## config.mk

```make
export PLATFORM = sky130hd
export DESIGN_NAME = mmsp_top
export DESIGN_NICKNAME = d
export VERILOG_FILES = /design/src/common/mmsp_pkg.sv /design/src/verilog/mmsp_page_stack.sv /design/src/verilog/mmsp_stack_record.sv /design/src/verilog/mmsp_top.sv
export VERILOG_INCLUDE_DIRS = /design/src /design/src/common
export SDC_FILE = /design/constraint.sdc
export NUM_CORES = 1
export LEC_CHECK = 0
export BUFFER_PORTS_ARGS = -buffer_cell sky130_fd_sc_hd__buf_2
export CAP_MARGIN = 20
export CELL_PAD_IN_SITES_DETAIL_PLACEMENT = 0
export CELL_PAD_IN_SITES_GLOBAL_PLACEMENT = 1
export CORE_UTILIZATION = 42
export CTS_CLUSTER_SIZE = 20
export DETAILED_ROUTE_END_ITERATION = 8
export GPL_TIMING_DRIVEN = 1
export PLACE_DENSITY_LB_ADDON = 0.1
export SYNTH_ARGS = -nofsm -noshare
export SYNTH_HDL_FRONTEND = slang
export SYNTH_SLANG_ARGS = --single-unit
```

## constraint.sdc

```tcl
create_clock -name core_clk_i -period 10.8 [get_ports core_clk_i]
set_input_delay 2.16 -clock core_clk_i [delete_from_list [all_inputs] [get_ports core_clk_i]]
set_output_delay 2.16 -clock core_clk_i [all_outputs]
set_load 0.05 [all_outputs]
```

## src/common/mmsp_defines.svh

```systemverilog
`ifndef MMSP_DEFINES_SVH
`define MMSP_DEFINES_SVH
// ----------------------------------------
// direct addresses of registers held here, and the page that holds PGCN
// ----------------------------------------
`define MMSP_SFR_SP      8'h81
`define MMSP_SFR_PAGE    8'h84
`define MMSP_SFR_NEXT    8'h85
`define MMSP_SFR_LAST    8'h86
`define MMSP_SFR_PGCN    8'h96
`define MMSP_SFR_BANK    8'hB1
`define MMSP_PGCN_PAGE   8'h0F
// ----------------------------------------
// reset values
// ----------------------------------------
`define MMSP_BANK_RST    8'h11
`define MMSP_SP_RST      8'h07
`define MMSP_PGCN_RST    8'h01
`define MMSP_STACK_RST   8'h00
// ----------------------------------------
// field positions and address landmarks
// ----------------------------------------
`define MMSP_CONSTANT_BANK_FIELD_LSB  4
`define MMSP_FETCH_BANK_FIELD_LSB  0
`define MMSP_BANK_MASK   8'h33
`define MMSP_PSW_RS0     3
`define MMSP_PSW_RS1     4
`define MMSP_BITRAM_BASE 8'h20
`define MMSP_REC_W       32
`endif

```

## src/common/mmsp_pkg.sv

```systemverilog
`default_nettype none
package mmsp_pkg;
	// where a data access lands
	typedef enum logic [1:0]
	{
		MMSP_TGT_NONE,
		MMSP_TGT_RAM_LOW,
		MMSP_TGT_RAM_HIGH,
		MMSP_TGT_SFR
	} mmsp_target_t;
endpackage
`default_nettype wire

```

## src/verilog/mmsp_page_stack.sv

```systemverilog
`timescale 1ns/1ps
`default_nettype none
`include "mmsp_defines.svh"
module mmsp_page_stack
(
	input  wire logic       core_clk_i,
	input  wire logic       reset_i,
	input  wire logic       auto_en_i,
	input  wire logic       irq_enter_i,
	input  wire logic [7:0] irq_page_i,
	input  wire logic       reti_i,
	input  wire logic       wr_page_i,
	input  wire logic       wr_next_i,
	input  wire logic       wr_last_i,
	input  wire logic [7:0] wdata_i,
	output logic      [7:0] page_o,
	output logic      [7:0] next_o,
	output logic      [7:0] last_o
);
	logic [7:0] page_q;
	logic [7:0] next_q;
	logic [7:0] last_q;
	wire        push_w = auto_en_i & irq_enter_i;
	wire        pop_w  = auto_en_i & reti_i & ~irq_enter_i;

	// ----------------------------------------
	// three-byte stack
	// ----------------------------------------
	// a hardware push or pop beats a software write in the same cycle
	always_ff @(posedge core_clk_i or posedge reset_i)
	begin
		if (reset_i)
		begin
			page_q <= `MMSP_STACK_RST;
			next_q <= `MMSP_STACK_RST;
			last_q <= `MMSP_STACK_RST;
		end
		else if (push_w)
		begin
			last_q <= next_q;     // RL18
			next_q <= page_q;     // RL18
			page_q <= irq_page_i; // RL27
		end
		else if (pop_w)
		begin
			page_q <= next_q;            // RL19 RL21
			next_q <= last_q;            // RL19 RL21
			last_q <= `MMSP_STACK_RST;   // RL19
		end
		else
		begin
			if (wr_page_i)
				page_q <= wdata_i; // RL20 RL25
			if (wr_next_i)
				next_q <= wdata_i; // RL20 RL26
			if (wr_last_i)
				last_q <= wdata_i; // RL20
		end
	end

	assign page_o = page_q;
	assign next_o = next_q;
	assign last_o = last_q;
endmodule
`default_nettype wire

```

## src/verilog/mmsp_stack_record.sv

```systemverilog
`timescale 1ns/1ps
`default_nettype none
`include "mmsp_defines.svh"
module mmsp_stack_record
#(
	parameter int REC_W = `MMSP_REC_W
)
(
	input  wire logic             core_clk_i,
	input  wire logic             reset_i,
	input  wire logic             push1_i,
	input  wire logic             push2_i,
	input  wire logic             pop1_i,
	input  wire logic             pop2_i,
	output logic      [REC_W-1:0] record_o,
	output logic                  overflow_o,
	output logic                  underflow_o
);
	localparam int DW = $clog2(REC_W + 1);
	localparam logic [DW-1:0] FULL = DW'(REC_W);

	if (REC_W < 4)
		$error("stack record too short");

	logic [REC_W-1:0] rec_q;
	logic [DW-1:0]    depth_q;
	logic             ovf_q;
	logic             unf_q;

	// a call marks its pair with 10, a plain push with 0
	wire [1:0] amount_w = push2_i | pop2_i ? 2'h2 : 2'h1;
	wire       grow_w   = push1_i | push2_i;
	wire       shrink_w = pop1_i | pop2_i;
	wire [DW:0] sum_w   = {1'b0, depth_q} + {{(DW-1){1'b0}}, amount_w};
	wire        ovf_w   = grow_w & (sum_w > {1'b0, FULL});
	wire        unf_w   = shrink_w & ~grow_w & (depth_q < {{(DW-2){1'b0}}, amount_w});

	// ----------------------------------------
	// shift register and depth
	// ----------------------------------------
	// depth saturates so a run-away stack keeps reporting instead of wrapping
	always_ff @(posedge core_clk_i or posedge reset_i)
	begin
		if (reset_i)
		begin
			rec_q   <= '0;
			depth_q <= '0;
			ovf_q   <= 1'b0;
			unf_q   <= 1'b0;
		end
		else
		begin
			ovf_q <= ovf_w; // RL13
			unf_q <= unf_w; // RL13
			if (push2_i)
			begin
				rec_q   <= {rec_q[REC_W-3:0], 2'h2};                 // RL12
				depth_q <= ovf_w ? FULL : sum_w[DW-1:0];
			end
			else if (push1_i)
			begin
				rec_q   <= {rec_q[REC_W-2:0], 1'b0};                 // RL12
				depth_q <= ovf_w ? FULL : sum_w[DW-1:0];
			end
			else if (pop2_i)
			begin
				rec_q   <= {2'h0, rec_q[REC_W-1:2]};                 // RL12
				depth_q <= unf_w ? '0 : depth_q - DW'(2);
			end
			else if (pop1_i)
			begin
				rec_q   <= {1'b0, rec_q[REC_W-1:1]};                 // RL12
				depth_q <= unf_w ? '0 : depth_q - DW'(1);
			end
		end
	end

	assign record_o    = rec_q;
	assign overflow_o  = ovf_q;
	assign underflow_o = unf_q;
endmodule
`default_nettype wire

```

## src/verilog/mmsp_top.sv

```systemverilog
// How it works
// RL1: constant bank field picks flash bank for upper-window constant accesses
// RL2: constant bank field ignored for scratchpad constant accesses
// RL3: fetch bank field maps upper fetches; lower fetches always bank zero
// RL4: fetch bank field changes only when writer ran from lower bank
// RL5: on small parts software keeps both bank fields at 01
// RL6: above 0x7F, direct goes to registers, indirect to upper RAM
// RL7: lowest 32 bytes are four register banks chosen by status bits
// RL8: indirect pointer comes from working register zero or one of active bank
// RL9: bytes 0x20 to 0x2F give 128 bits, eight per byte
// RL10: stack pointer at 0x81; push writes pointer plus one then increments
// RL11: reset loads stack pointer with 0x07
// RL12: 32-bit record shifts one bit per push/pop, two per call/return
// RL13: record overflow and underflow flagged to debug at full speed
// RL14: registers with low nibble 0 or 8 allow bit access too
// RL15: software avoids unoccupied register addresses
// RL16: eight-bit page select chooses which register page direct accesses reach
// RL17: software sets the page first, then accesses the register
// RL18: interrupt entry pushes page stack and loads the source page
// RL19: return pops the stack; third byte becomes 0x00
// RL20: software writes to stack bytes never push or pop
// RL21: values software placed in stack bytes are restored on return
// RL22: auto paging enable bit resets to enabled
// RL23: certain registers, ports included, decode on every page
// RL24: with auto paging off, interrupt entry keeps the current page
// RL25: page select at 0x84 on all pages, read returns page in use
// RL26: second stack byte at 0x85 on all pages, resets to zero
// RL27: each interrupt source has a fixed page from an integration table
`timescale 1ns/1ps
`default_nettype none
`include "mmsp_defines.svh"
module mmsp_top
	import mmsp_pkg::*;
#(
	parameter int             NUM_IRQ         = 32,
	parameter logic [255:0]   IRQ_PAGE_TABLE  = '0
)
(
	input  wire logic        core_clk_i,
	input  wire logic        reset_i,
	// instruction fetch and constant access
	input  wire logic [15:0] fetch_addr_i,
	input  wire logic [15:0] const_addr_i,
	input  wire logic        const_scratch_i,
	input  wire logic [15:0] exec_pc_i,
	// data access from the execute stage
	input  wire logic        acc_valid_i,
	input  wire logic        acc_indirect_i,
	input  wire logic        acc_bit_i,
	input  wire logic        acc_write_i,
	input  wire logic        acc_ri_sel_i,
	input  wire logic [7:0]  acc_addr_i,
	input  wire logic [7:0]  acc_wdata_i,
	input  wire logic [7:0]  psw_i,
	// stack events
	input  wire logic        sp_inc_i,
	input  wire logic        sp_dec_i,
	input  wire logic        call_i,
	input  wire logic        ret_i,
	// interrupt events
	input  wire logic        irq_enter_i,
	input  wire logic [4:0]  irq_src_i,
	input  wire logic        reti_i,
	// registered results
	output logic      [16:0] fetch_flash_addr_o,
	output logic      [16:0] const_flash_addr_o,
	output logic             const_scratch_o,
	output logic      [1:0]  acc_target_o,
	output logic      [7:0]  ram_addr_o,
	output logic      [7:0]  ri_addr_o,
	output logic      [7:0]  sfr_addr_o,
	output logic      [7:0]  sfr_page_o,
	output logic             sfr_all_pages_o,
	output logic             bit_op_o,
	output logic      [2:0]  bit_pos_o,
	output logic             local_hit_o,
	output logic      [7:0]  local_rdata_o,
	output logic      [7:0]  stack_ptr_o,
	output logic      [7:0]  push_addr_o,
	output logic      [31:0] stack_record_o,
	output logic             record_overflow_o,
	output logic             record_underflow_o
);
	// ----------------------------------------
	// elaboration checks
	// ----------------------------------------
	if (NUM_IRQ < 1 || NUM_IRQ > 32)
		$error("NUM_IRQ must be 1 to 32");

	// ----------------------------------------
	// helpers
	// ----------------------------------------
	// upper window goes to the selected bank, lower window always to bank zero
	function automatic logic [16:0] flash_map(input logic [15:0] addr, input logic [1:0] bank);
		flash_map = addr[15] ? {bank, addr[14:0]} : {2'h0, addr[14:0]};
	endfunction

	// register reachable regardless of the current page
	function automatic logic all_page_reg(input logic [7:0] addr);
		all_page_reg = (addr[3:0] == 4'h0 && addr[7:6] == 2'h2)
			|| addr[7:4] == 4'hB && addr[3:0] == 4'h0
			|| addr == `MMSP_SFR_SP || addr == `MMSP_SFR_PAGE
			|| addr == `MMSP_SFR_NEXT || addr == `MMSP_SFR_LAST
			|| addr == `MMSP_SFR_BANK || addr == 8'hD0 || addr == 8'hE0;
	endfunction

	// ----------------------------------------
	// state
	// ----------------------------------------
	logic [1:0]  constant_bank_field_q;
	logic [1:0]  fetch_bank_field_q;
	logic        auto_en_q;
	logic [7:0]  sp_q;
	logic [7:0]  push_addr_q;
	logic [16:0] fetch_map_q;
	logic [16:0] const_map_q;
	logic        const_scr_q;
	mmsp_target_t target_q;
	logic [7:0]  ram_addr_q;
	logic [7:0]  ri_addr_q;
	logic [7:0]  sfr_addr_q;
	logic [7:0]  sfr_page_q;
	logic        all_pages_q;
	logic        bit_op_q;
	logic [2:0]  bit_pos_q;
	logic        hit_q;
	logic [7:0]  rdata_q;
	logic [7:0]  page_w;
	logic [7:0]  next_w;
	logic [7:0]  last_w;
	logic [31:0] record_w;
	logic        ovf_w;
	logic        unf_w;

	// ----------------------------------------
	// data address decode
	// ----------------------------------------
	wire        direct_hi_w = ~acc_indirect_i & acc_addr_i[7];
	// bit address splits into byte and position
	wire [7:0]  bit_byte_w  = acc_addr_i[7] ? {acc_addr_i[7:3], 3'h0}           // RL14
		: `MMSP_BITRAM_BASE + {4'h0, acc_addr_i[6:3]};                          // RL9
	wire [7:0]  byte_addr_w = acc_bit_i ? bit_byte_w : acc_addr_i;
	wire        to_sfr_w    = acc_bit_i ? acc_addr_i[7] : direct_hi_w;          // RL6
	wire        is_page_f_w = page_w == `MMSP_PGCN_PAGE;
	wire        common_w    = all_page_reg(byte_addr_w);                        // RL23
	mmsp_target_t target_w;
	assign target_w = ~acc_valid_i ? MMSP_TGT_NONE
		: to_sfr_w ? MMSP_TGT_SFR
		: byte_addr_w[7] ? MMSP_TGT_RAM_HIGH
		: MMSP_TGT_RAM_LOW;                                                     // RL6
	// active bank base plus zero or one
	wire [1:0]  bank_sel_w  = {psw_i[`MMSP_PSW_RS1], psw_i[`MMSP_PSW_RS0]};     // RL7
	wire [7:0]  ri_w        = {3'h0, bank_sel_w, 2'h0, acc_ri_sel_i};           // RL8

	// ----------------------------------------
	// local register strobes
	// ----------------------------------------
	// byte writes only; bit writes to these arrive as read-modify-write bytes
	wire        sfr_wr_w    = acc_valid_i & acc_write_i & to_sfr_w & ~acc_bit_i;
	wire        wr_sp_w     = sfr_wr_w & acc_addr_i == `MMSP_SFR_SP;            // RL10
	wire        wr_page_w   = sfr_wr_w & acc_addr_i == `MMSP_SFR_PAGE;          // RL25
	wire        wr_next_w   = sfr_wr_w & acc_addr_i == `MMSP_SFR_NEXT;          // RL26
	wire        wr_last_w   = sfr_wr_w & acc_addr_i == `MMSP_SFR_LAST;
	wire        wr_bank_w   = sfr_wr_w & acc_addr_i == `MMSP_SFR_BANK;
	wire        wr_pgcn_w   = sfr_wr_w & acc_addr_i == `MMSP_SFR_PGCN & is_page_f_w; // RL16
	wire        from_low_w  = ~exec_pc_i[15];                                   // RL4

	// ----------------------------------------
	// local read mux
	// ----------------------------------------
	wire        rd_sfr_w    = acc_valid_i & ~acc_write_i & to_sfr_w;
	wire        rd_pgcn_w   = byte_addr_w == `MMSP_SFR_PGCN & is_page_f_w;
	wire        rd_hit_w    = rd_sfr_w & (byte_addr_w == `MMSP_SFR_SP
		| byte_addr_w == `MMSP_SFR_PAGE | byte_addr_w == `MMSP_SFR_NEXT
		| byte_addr_w == `MMSP_SFR_LAST | byte_addr_w == `MMSP_SFR_BANK | rd_pgcn_w);
	wire [7:0]  rd_data_w   =
		byte_addr_w == `MMSP_SFR_SP   ? sp_q :
		byte_addr_w == `MMSP_SFR_PAGE ? page_w :                                 // RL25
		byte_addr_w == `MMSP_SFR_NEXT ? next_w :                                 // RL26
		byte_addr_w == `MMSP_SFR_LAST ? last_w :
		byte_addr_w == `MMSP_SFR_BANK ? {2'h0, constant_bank_field_q, 2'h0, fetch_bank_field_q} :
		rd_pgcn_w                     ? {7'h0, auto_en_q} : 8'h00;

	// ----------------------------------------
	// stack pointer arithmetic
	// ----------------------------------------
	// core events take priority over a software write in the same cycle
	wire [7:0]  sp_d = call_i   ? sp_q + 8'h02
		: ret_i    ? sp_q - 8'h02
		: sp_inc_i ? sp_q + 8'h01                                               // RL10
		: sp_dec_i ? sp_q - 8'h01
		: wr_sp_w  ? acc_wdata_i : sp_q;

	// interrupt source to page, fixed at integration
	wire [7:0]  irq_page_w  = IRQ_PAGE_TABLE[{irq_src_i, 3'h0} +: 8];           // RL27

	// ----------------------------------------
	// configuration registers
	// ----------------------------------------
	always_ff @(posedge core_clk_i or posedge reset_i)
	begin
		if (reset_i)
		begin
			constant_bank_field_q  <= 2'(`MMSP_BANK_RST >> `MMSP_CONSTANT_BANK_FIELD_LSB);
			fetch_bank_field_q  <= 2'(`MMSP_BANK_RST);
			auto_en_q <= 1'(`MMSP_PGCN_RST);                                    // RL22
		end
		else
		begin
			if (wr_bank_w)
				constant_bank_field_q <= acc_wdata_i[`MMSP_CONSTANT_BANK_FIELD_LSB +: 2];                  // RL1
			if (wr_bank_w & from_low_w)
				fetch_bank_field_q <= acc_wdata_i[`MMSP_FETCH_BANK_FIELD_LSB +: 2];                  // RL4
			if (wr_pgcn_w)
				auto_en_q <= acc_wdata_i[0];                                     // RL24
		end
	end

	// ----------------------------------------
	// stack pointer
	// ----------------------------------------
	always_ff @(posedge core_clk_i or posedge reset_i)
	begin
		if (reset_i)
		begin
			sp_q        <= `MMSP_SP_RST;                                         // RL11
			push_addr_q <= `MMSP_SP_RST + 8'h01;                                 // RL11
		end
		else
		begin
			sp_q        <= sp_d;
			push_addr_q <= sp_d + 8'h01;                                         // RL10
		end
	end

	// ----------------------------------------
	// code space mapping
	// ----------------------------------------
	// one cycle of latency buys a flop-driven address into the flash
	always_ff @(posedge core_clk_i or posedge reset_i)
	begin
		if (reset_i)
		begin
			fetch_map_q <= '0;
			const_map_q <= '0;
			const_scr_q <= 1'b0;
		end
		else
		begin
			fetch_map_q <= flash_map(fetch_addr_i, fetch_bank_field_q);                    // RL3
			const_map_q <= const_scratch_i ? {1'b0, const_addr_i}                // RL2
				: flash_map(const_addr_i, constant_bank_field_q);                             // RL1
			const_scr_q <= const_scratch_i;                                      // RL2
		end
	end

	// ----------------------------------------
	// data access decode
	// ----------------------------------------
	always_ff @(posedge core_clk_i or posedge reset_i)
	begin
		if (reset_i)
		begin
			target_q    <= MMSP_TGT_NONE;
			ram_addr_q  <= '0;
			ri_addr_q   <= '0;
			sfr_addr_q  <= '0;
			sfr_page_q  <= '0;
			all_pages_q <= 1'b0;
			bit_op_q    <= 1'b0;
			bit_pos_q   <= '0;
			hit_q       <= 1'b0;
			rdata_q     <= '0;
		end
		else
		begin
			target_q    <= target_w;
			ram_addr_q  <= byte_addr_w;
			ri_addr_q   <= ri_w;                                                 // RL8
			sfr_addr_q  <= byte_addr_w;
			sfr_page_q  <= page_w;                                               // RL16
			all_pages_q <= common_w;                                             // RL23
			bit_op_q    <= acc_valid_i & acc_bit_i;                              // RL14
			bit_pos_q   <= acc_addr_i[2:0];                                      // RL9
			hit_q       <= rd_hit_w;
			rdata_q     <= rd_hit_w ? rd_data_w : 8'h00;
		end
	end

	// ----------------------------------------
	// page stack and stack record
	// ----------------------------------------
	mmsp_page_stack u_page_stack
	(
		.core_clk_i  (core_clk_i),
		.reset_i     (reset_i),
		.auto_en_i   (auto_en_q),
		.irq_enter_i (irq_enter_i),
		.irq_page_i  (irq_page_w),
		.reti_i      (reti_i),
		.wr_page_i   (wr_page_w),
		.wr_next_i   (wr_next_w),
		.wr_last_i   (wr_last_w),
		.wdata_i     (acc_wdata_i),
		.page_o      (page_w),
		.next_o      (next_w),
		.last_o      (last_w)
	);

	mmsp_stack_record #(.REC_W(`MMSP_REC_W)) u_record
	(
		.core_clk_i  (core_clk_i),
		.reset_i     (reset_i),
		.push1_i     (sp_inc_i),
		.push2_i     (call_i),
		.pop1_i      (sp_dec_i),
		.pop2_i      (ret_i),
		.record_o    (record_w),
		.overflow_o  (ovf_w),
		.underflow_o (unf_w)
	);

	// ----------------------------------------
	// outputs, all from flops
	// ----------------------------------------
	assign fetch_flash_addr_o = fetch_map_q;
	assign const_flash_addr_o = const_map_q;
	assign const_scratch_o    = const_scr_q;
	assign acc_target_o       = target_q;
	assign ram_addr_o         = ram_addr_q;
	assign ri_addr_o          = ri_addr_q;
	assign sfr_addr_o         = sfr_addr_q;
	assign sfr_page_o         = sfr_page_q;
	assign sfr_all_pages_o    = all_pages_q;
	assign bit_op_o           = bit_op_q;
	assign bit_pos_o          = bit_pos_q;
	assign local_hit_o        = hit_q;
	assign local_rdata_o      = rdata_q;
	assign stack_ptr_o        = sp_q;
	assign push_addr_o        = push_addr_q;
	assign stack_record_o     = record_w;                                        // RL12
	assign record_overflow_o  = ovf_w;                                           // RL13
	assign record_underflow_o = unf_w;                                           // RL13
endmodule
`default_nettype wire

```

# Yosys cells after proc, flatten, opt, wreduce, memory -nomap -nowiden
# Cells that the tools add are included.
# totals
regBits,155
output_inout_bits,133
input_bits,91
elab_cells,147
# op_classes
shifts,1
bitwise,37
n_mux,42
eq_ne,17
n_lt_le_gt_ge,2
addsub,9
reduce_logical,15
# ops
cell,count
$shiftx 256x9->8 const A,1
$mux 8,21
$mux 32,4
$eq 8x8->1 const B,14
$mux 17,3
$mux 6,8
$and 1x1->1,23
$add 8x1->8 const B,2
$reduce_bool 3->1,3
$add 8x2->8 const B,1
$eq 8x4->1 const B,1
$logic_or 1x1->1,8
$mux 2,4
$or 1x1->1,8
$sub 8x1->8 const B,1
$sub 8x2->8 const B,1
$add 6x2->7,1
$add 6x4->7 const A,1
$gt 7x6->1 const B,1
$lt 6x2->1,1
$not 1->1,6
$sub 6x1->6 const B,1
$sub 6x2->6 const B,1
$eq 4x4->1 const B,1
other kinds (5),7

# Longest topological paths before layout
# logic_depth
ltp_word,13
depth_mapped,13
mapped_depth_nobuf,11

# Modules after synthesis
# Synthesis repeated with hierarchy kept, for this count alone.
# hier_totals
cells_unflattened,896
hier_area_um2,8618.3
# modules_own_cells
module,seq_area_each_um2,area_per_inst_um2,cells_each,n_inst
mmsp_top,2285.9,4131.5,377,1
mmsp_stack_record,1001.0,3007.9,351,1
mmsp_page_stack,600.6,1478.9,168,1

# Least setup slack after synthesis
# No wires, ideal clock.
# synth_timing
kind,input -> register
start,in acc_addr_i[3]
end,reg push_addr_q[7] (netlist: push_addr_o[7])
arrival_time_ns,4.645
required_time_ns,10.677
n_path_buf,1
path_stages,8
setup_slack_ns,6.032
setup_ns,0.123
path_cell_list,buf_6 -> or4b_4 -> nor4_4 -> mux2_2 -> a211o_1 -> nor4b_4 -> nand4_1 -> xnor2_1
# synth_via
elab_chain_len,8
# synth_lines
item,line,source
from (decl),mmsp_top.sv:52,"input wire logic [7:0] acc_addr_i,"
$eq 8x8->1 (no source line),n/a,
$and 1x1->1 (no source line),n/a,
$mux 8,mmsp_top.sv:192,: wr_sp_w ? acc_wdata_i : sp_q;
$mux 8,mmsp_top.sv:191,: sp_dec_i ? sp_q - 8'h01
$mux 8,mmsp_top.sv:190,: sp_inc_i ? sp_q + 8'h01
$mux 8,mmsp_top.sv:189,: ret_i ? sp_q - 8'h02
$mux 8,mmsp_top.sv:188,wire [7:0] sp_d = call_i ? sp_q + 8'h02
$add 8x1->8,mmsp_top.sv:232,push_addr_q <= sp_d + 8'h01;
to (signal assigned),mmsp_top.sv:227,push_addr_q <= `MMSP_SP_RST + 8'h01;
to (signal assigned),mmsp_top.sv:232,
to (decl),mmsp_top.sv:114,logic [7:0] push_addr_q;
# No other way between the ends.
# A chain may end at the register's enable or synchronous reset.

# Final worst setup path
# layout_timing
start,in call_i
end,reg u_record.depth_q[2]
# layout_via
elab_chain_len,9
elab_cells_between_ends,18
cone_classes,1 x add/sub; 2 x order compare; 8 x mux; 6 x bitwise; 1 x reduce/logical
# layout_lines
item,line,source
from (decl),mmsp_top.sv:58,"input wire logic call_i,"
branches (longest 9 deep; another with $add 6x2->7),n/a,
to (signal assigned),mmsp_stack_record.sv:58,depth_q <= ovf_w ? FULL : sum_w[DW-1:0];
to (signal assigned),mmsp_stack_record.sv:63,depth_q <= ovf_w ? FULL : sum_w[DW-1:0];
to (signal assigned),mmsp_stack_record.sv:68,depth_q <= unf_w ? '0 : depth_q - DW'(2);
to (decl),mmsp_stack_record.sv:26,logic [DW-1:0] depth_q;
# Several ways; the timed one is not identified. The select of a mux whose other input is x is not followed.

==> results.json <==
{
  "status": "finished, final reports clean",
  "hold_viol_final": 0,
  "tightest_slew_ns": 1.09,
  "yosys.area.top_type_share": 0.468,
  "critPathLaunch": "call_i",
  "ys_warn_count": 0,
  "vias_per_cell": 5.34,
  "num_vias": 6591,
  "final_nets": 1094,
  "fin_skew_ns": 0.00564,
  "ys_ff_latch": 155,
  "switching_share": 0.401,
  "drtIter0Drc": 429,
  "port_buffers": 192,
  "yosysMostFrequentCell": "dfrtp_1",
  "setup_tns_ns": 0,
  "clkPwrFrac": 0.311,
  "p_leak_nw": 4.54,
  "hold_start": "u_page_stack.page_o[3]$_DFFE_PP0P_",
  "r2r-end": "u_record.depth_q[2]$_DFFE_PP0P_",
  "synthesis.area_mm2": 0.00792,
  "cts.sinks": 155,
  "path_buf_inv": 3,
  "ctsLongestPathBuffers": 2,
  "cts_setup_buffers": 0,
  "r2r_start": "u_record.depth_q[0]$_DFFE_PP0P_",
  "firstDrtPassIters": 5,
  "grt_max_degree": 100,
  "p_seq_frac": 0.364,
  "placed_cells": 1199,
  "root_buffer": "clkbuf_16",
  "ios": 224,
  "grt_pass1_wl_mm": 33.0,
  "synth_cell_types": 65,
  "yosys_most_used_dff": "dfrtp_1",
  "ff2ff_path_depth": 10,
  "worst_path_max_delay_cell": "buf_4",
  "cts_max_level": 4,
  "clkTransAtPathRegs_ns": 0.07,
  "cp_max_fo": 80,
  "cts_hold_buf": 0,
  "yosys-top-cells-count": "148 x dfrtp_1, 110 x nor2_1, 99 x a21oi_1, 68 x nand2_1, 47 x o21ai_0",
  "synth_edf_count": 0,
  "synthCells": 837,
  "min_path_type": "reg2reg",
  "startpoint_type": "input pin",
  "start_util": 0.435,
  "placed_cell_area_mm2": 0.00893,
  "cts_resized": 0,
  "clk_latency_ns": 0.42,
  "design_area_mm2": 0.00961,
  "drtAntennaViolNets": 0,
  "path_class": "in2reg",
  "critPathMaxStageDelay_ns": 0.61,
  "dp_hpwl_mm": 13.4,
  "p_sw_mw": 0.851,
  "setup_viol": 0,
  "power_frac_comb": 0.325,
  "cp_data_arrival_time_ns": 5.66,
  "areaGrowthSynthToFinish_pct": 21.3,
  "syn_avg_cell_area_um2": 9.46,
  "yosys.area.top_type": "dfrtp_1",
  "numCtsBuffers": 17,
  "antenna_cells": 0,
  "cap_violations": 0,
  "cts_tree": "built",
  "seq_area_frac_synth": 0.491,
  "yosys-top-cells-area": "dfrtp_1 47%, a21oi_1 6.3%, nor2_1 5.2%, mux2i_1 4.6%, nand2_1 3.2%",
  "drive_gt1_frac": 0.272,
  "whs_ns": 0.465,
  "required_ns": 11.14,
  "intPower_mw": 1.27,
  "power_density_mw_per_mm2": 221,
  "cpLargestDelayFamily": "buffers and inverters",
  "endpoint_kind": "register",
  "grt_antenna_before_repair": 0,
  "post_drt_wl_per_cell_um": 16.3,
  "overflow": 0,
  "post-route-drc-count": 0,
  "rsz0062_at_grt": "no",
  "die_y_um": 139,
  "slew_violations": 0,
  "period_minus_slack_ns": 5.31,
  "fin_cells": 1234,
  "period_share": 0.492,
  "die_w_um": 139,
  "drt_wl_total_mm": 20.2,
  "routabilityCongestion": 0.811,
  "cp_common_cell": "nor2_1",
  "synthArstFlopShare": 1.00,
  "grt_pass1_vias": 6218,
  "die_area_mm2": 0.0194,
  "relSlewSlack": 0.268,
  "coreArea_mm2": 0.0182,
  "num_rows": 49,
  "grtUsageTotal": 0.214,
  "rrSetupSlack_ns": 7.93,
  "whs_path_depth": 0,
  "vdd_drop_max_v": 0.000106,
  "fmax_ghz": 0.188,
  "worst_hold_path.endpoint": "sfr_page_o[3]$_DFF_PP0_",
  "path_cells": "buf_2 -> buf_4 -> nor2_1 -> inv_1 -> nor2_1 -> fa_1 -> xor2_1 -> nor4_1 -> a21boi_0 -> o221a_2 -> nor2_1 -> a21oi_1 -> o22ai_1"
}
-- cell type report --
type | count | area, µm²
tap | 229 | 287
inverter | 23 | 91.3
sequential | 155 | 3890
multi-input combinational | 592 | 3650
clock buffer | 17 | 425
timing repair buffer | 203 | 1040
clock inverter | 15 | 228
fill | 1713 | 8600
-- cell usage in the layout (no fill, tap or decap), types with 4 or more instances in the layout --
cell,n
ha_1,10
nor4_1,7
or3_1,7
a22o_1,10
a22oi_1,30
mux2_2,18
inv_1,22
nor2b_1,12
nand2_1,68
conb_1,5
buf_4,11
buf_2,192
clkbuf_16,17
nor2_1,110
bufinv_16,4
mux2i_1,36
a211oi_1,5
dfrtp_1,148
and2_1,5
a222oi_1,7
nor3_1,14
inv_6,6
dfstp_2,7
a21oi_1,99
o21ai_0,47
nand3_1,10
xnor2_1,17
xor2_1,12
-- per-layer routing --
metal,vias up,GRT usage,part of all wire
li1,3260,-,-
met1,3143,0.280,0.45
met2,173,0.363,0.50
met3,15,0.0458,0.044
met4,0,0.0503,0.0093
met5,-,0,0
-- cell families (layout without fill, tap and decap cells) --
group	Yosys count	after routing	share of synthesized area
other	1	5	0.000474
buffers and inverters	94	258	0.0518
flip-flops	155	155	0.491
multiplexers	54	54	0.0711
AO/OA/AOI/OAI	237	237	0.186
adder cells (fa/ha/maj)	11	11	0.0183
XOR/XNOR	29	29	0.0321
AND/OR/NAND/NOR	256	256	0.150
-- worst max-delay path by stage --
stage / end / slack [ns] / cells after the start
after floorplan: acc_target_o[0]$_DFF_PP0_ / 4.47 / 1
after global placement: u_record.depth_q[2]$_DFFE_PP0P_ / 5.11 / 13
after detailed placement: u_record.depth_q[2]$_DFFE_PP0P_ / 5.10 / 13
after CTS: u_record.depth_q[2]$_DFFE_PP0P_ / 5.51 / 13
after global routing: u_record.depth_q[2]$_DFFE_PP0P_ / 5.15 / 13
final: u_record.depth_q[2]$_DFFE_PP0P_ / 5.49 / 13
-- power groups by stage --
stage	clock network [mW]	logic, mW	registers [mW]
after CTS	0.678	0.695	0.774
after global routing	0.704	0.752	0.790
after floorplan	0	0.368	0.944
after detailed placement	0	0.692	0.785
after global placement	0	0.691	0.786
final	0.660	0.690	0.774
-- state kept, by name, indices dropped and copies added, names as in the netlist --
| signal | count |
|---|---|
| u_record.record_o | 32 |
| const_flash_addr_o | 17 |
| fetch_flash_addr_o | 17 |
| local_rdata_o | 8 |
| push_addr_o | 8 |
| sfr_addr_o | 8 |
| sfr_page_o | 8 |
| stack_ptr_o | 8 |
| u_page_stack.last_o | 8 |
| u_page_stack.next_o | 8 |
| u_page_stack.page_o | 8 |
| u_record.depth_q | 6 |
| bit_pos_o | 3 |
| ri_addr_o | 3 |
| acc_target_o | 2 |
| constant_bank_field_q | 2 |
| fetch_bank_field_q | 2 |
| auto_en_q | 1 |
| bit_op_o | 1 |
| const_scratch_o | 1 |
| local_hit_o | 1 |
| sfr_all_pages_o | 1 |
| u_record.overflow_o | 1 |
| u_record.underflow_o | 1 |
-- stage by stage --
step / worst slack [ns] / power, mW / util
6_report: 5.49 / 2.12 / 0.528
4_1_cts: 5.51 / 2.15 / 0.526
3_5_place_dp: 5.10 / 1.48 / 0.491
3_3_place_gp: 5.11 / 1.48 / 0.491
5_1_grt: 5.15 / 2.25 / 0.528
2_1_floorplan: 4.47 / 1.31 / -
Power figures use the tool's default switching activity.
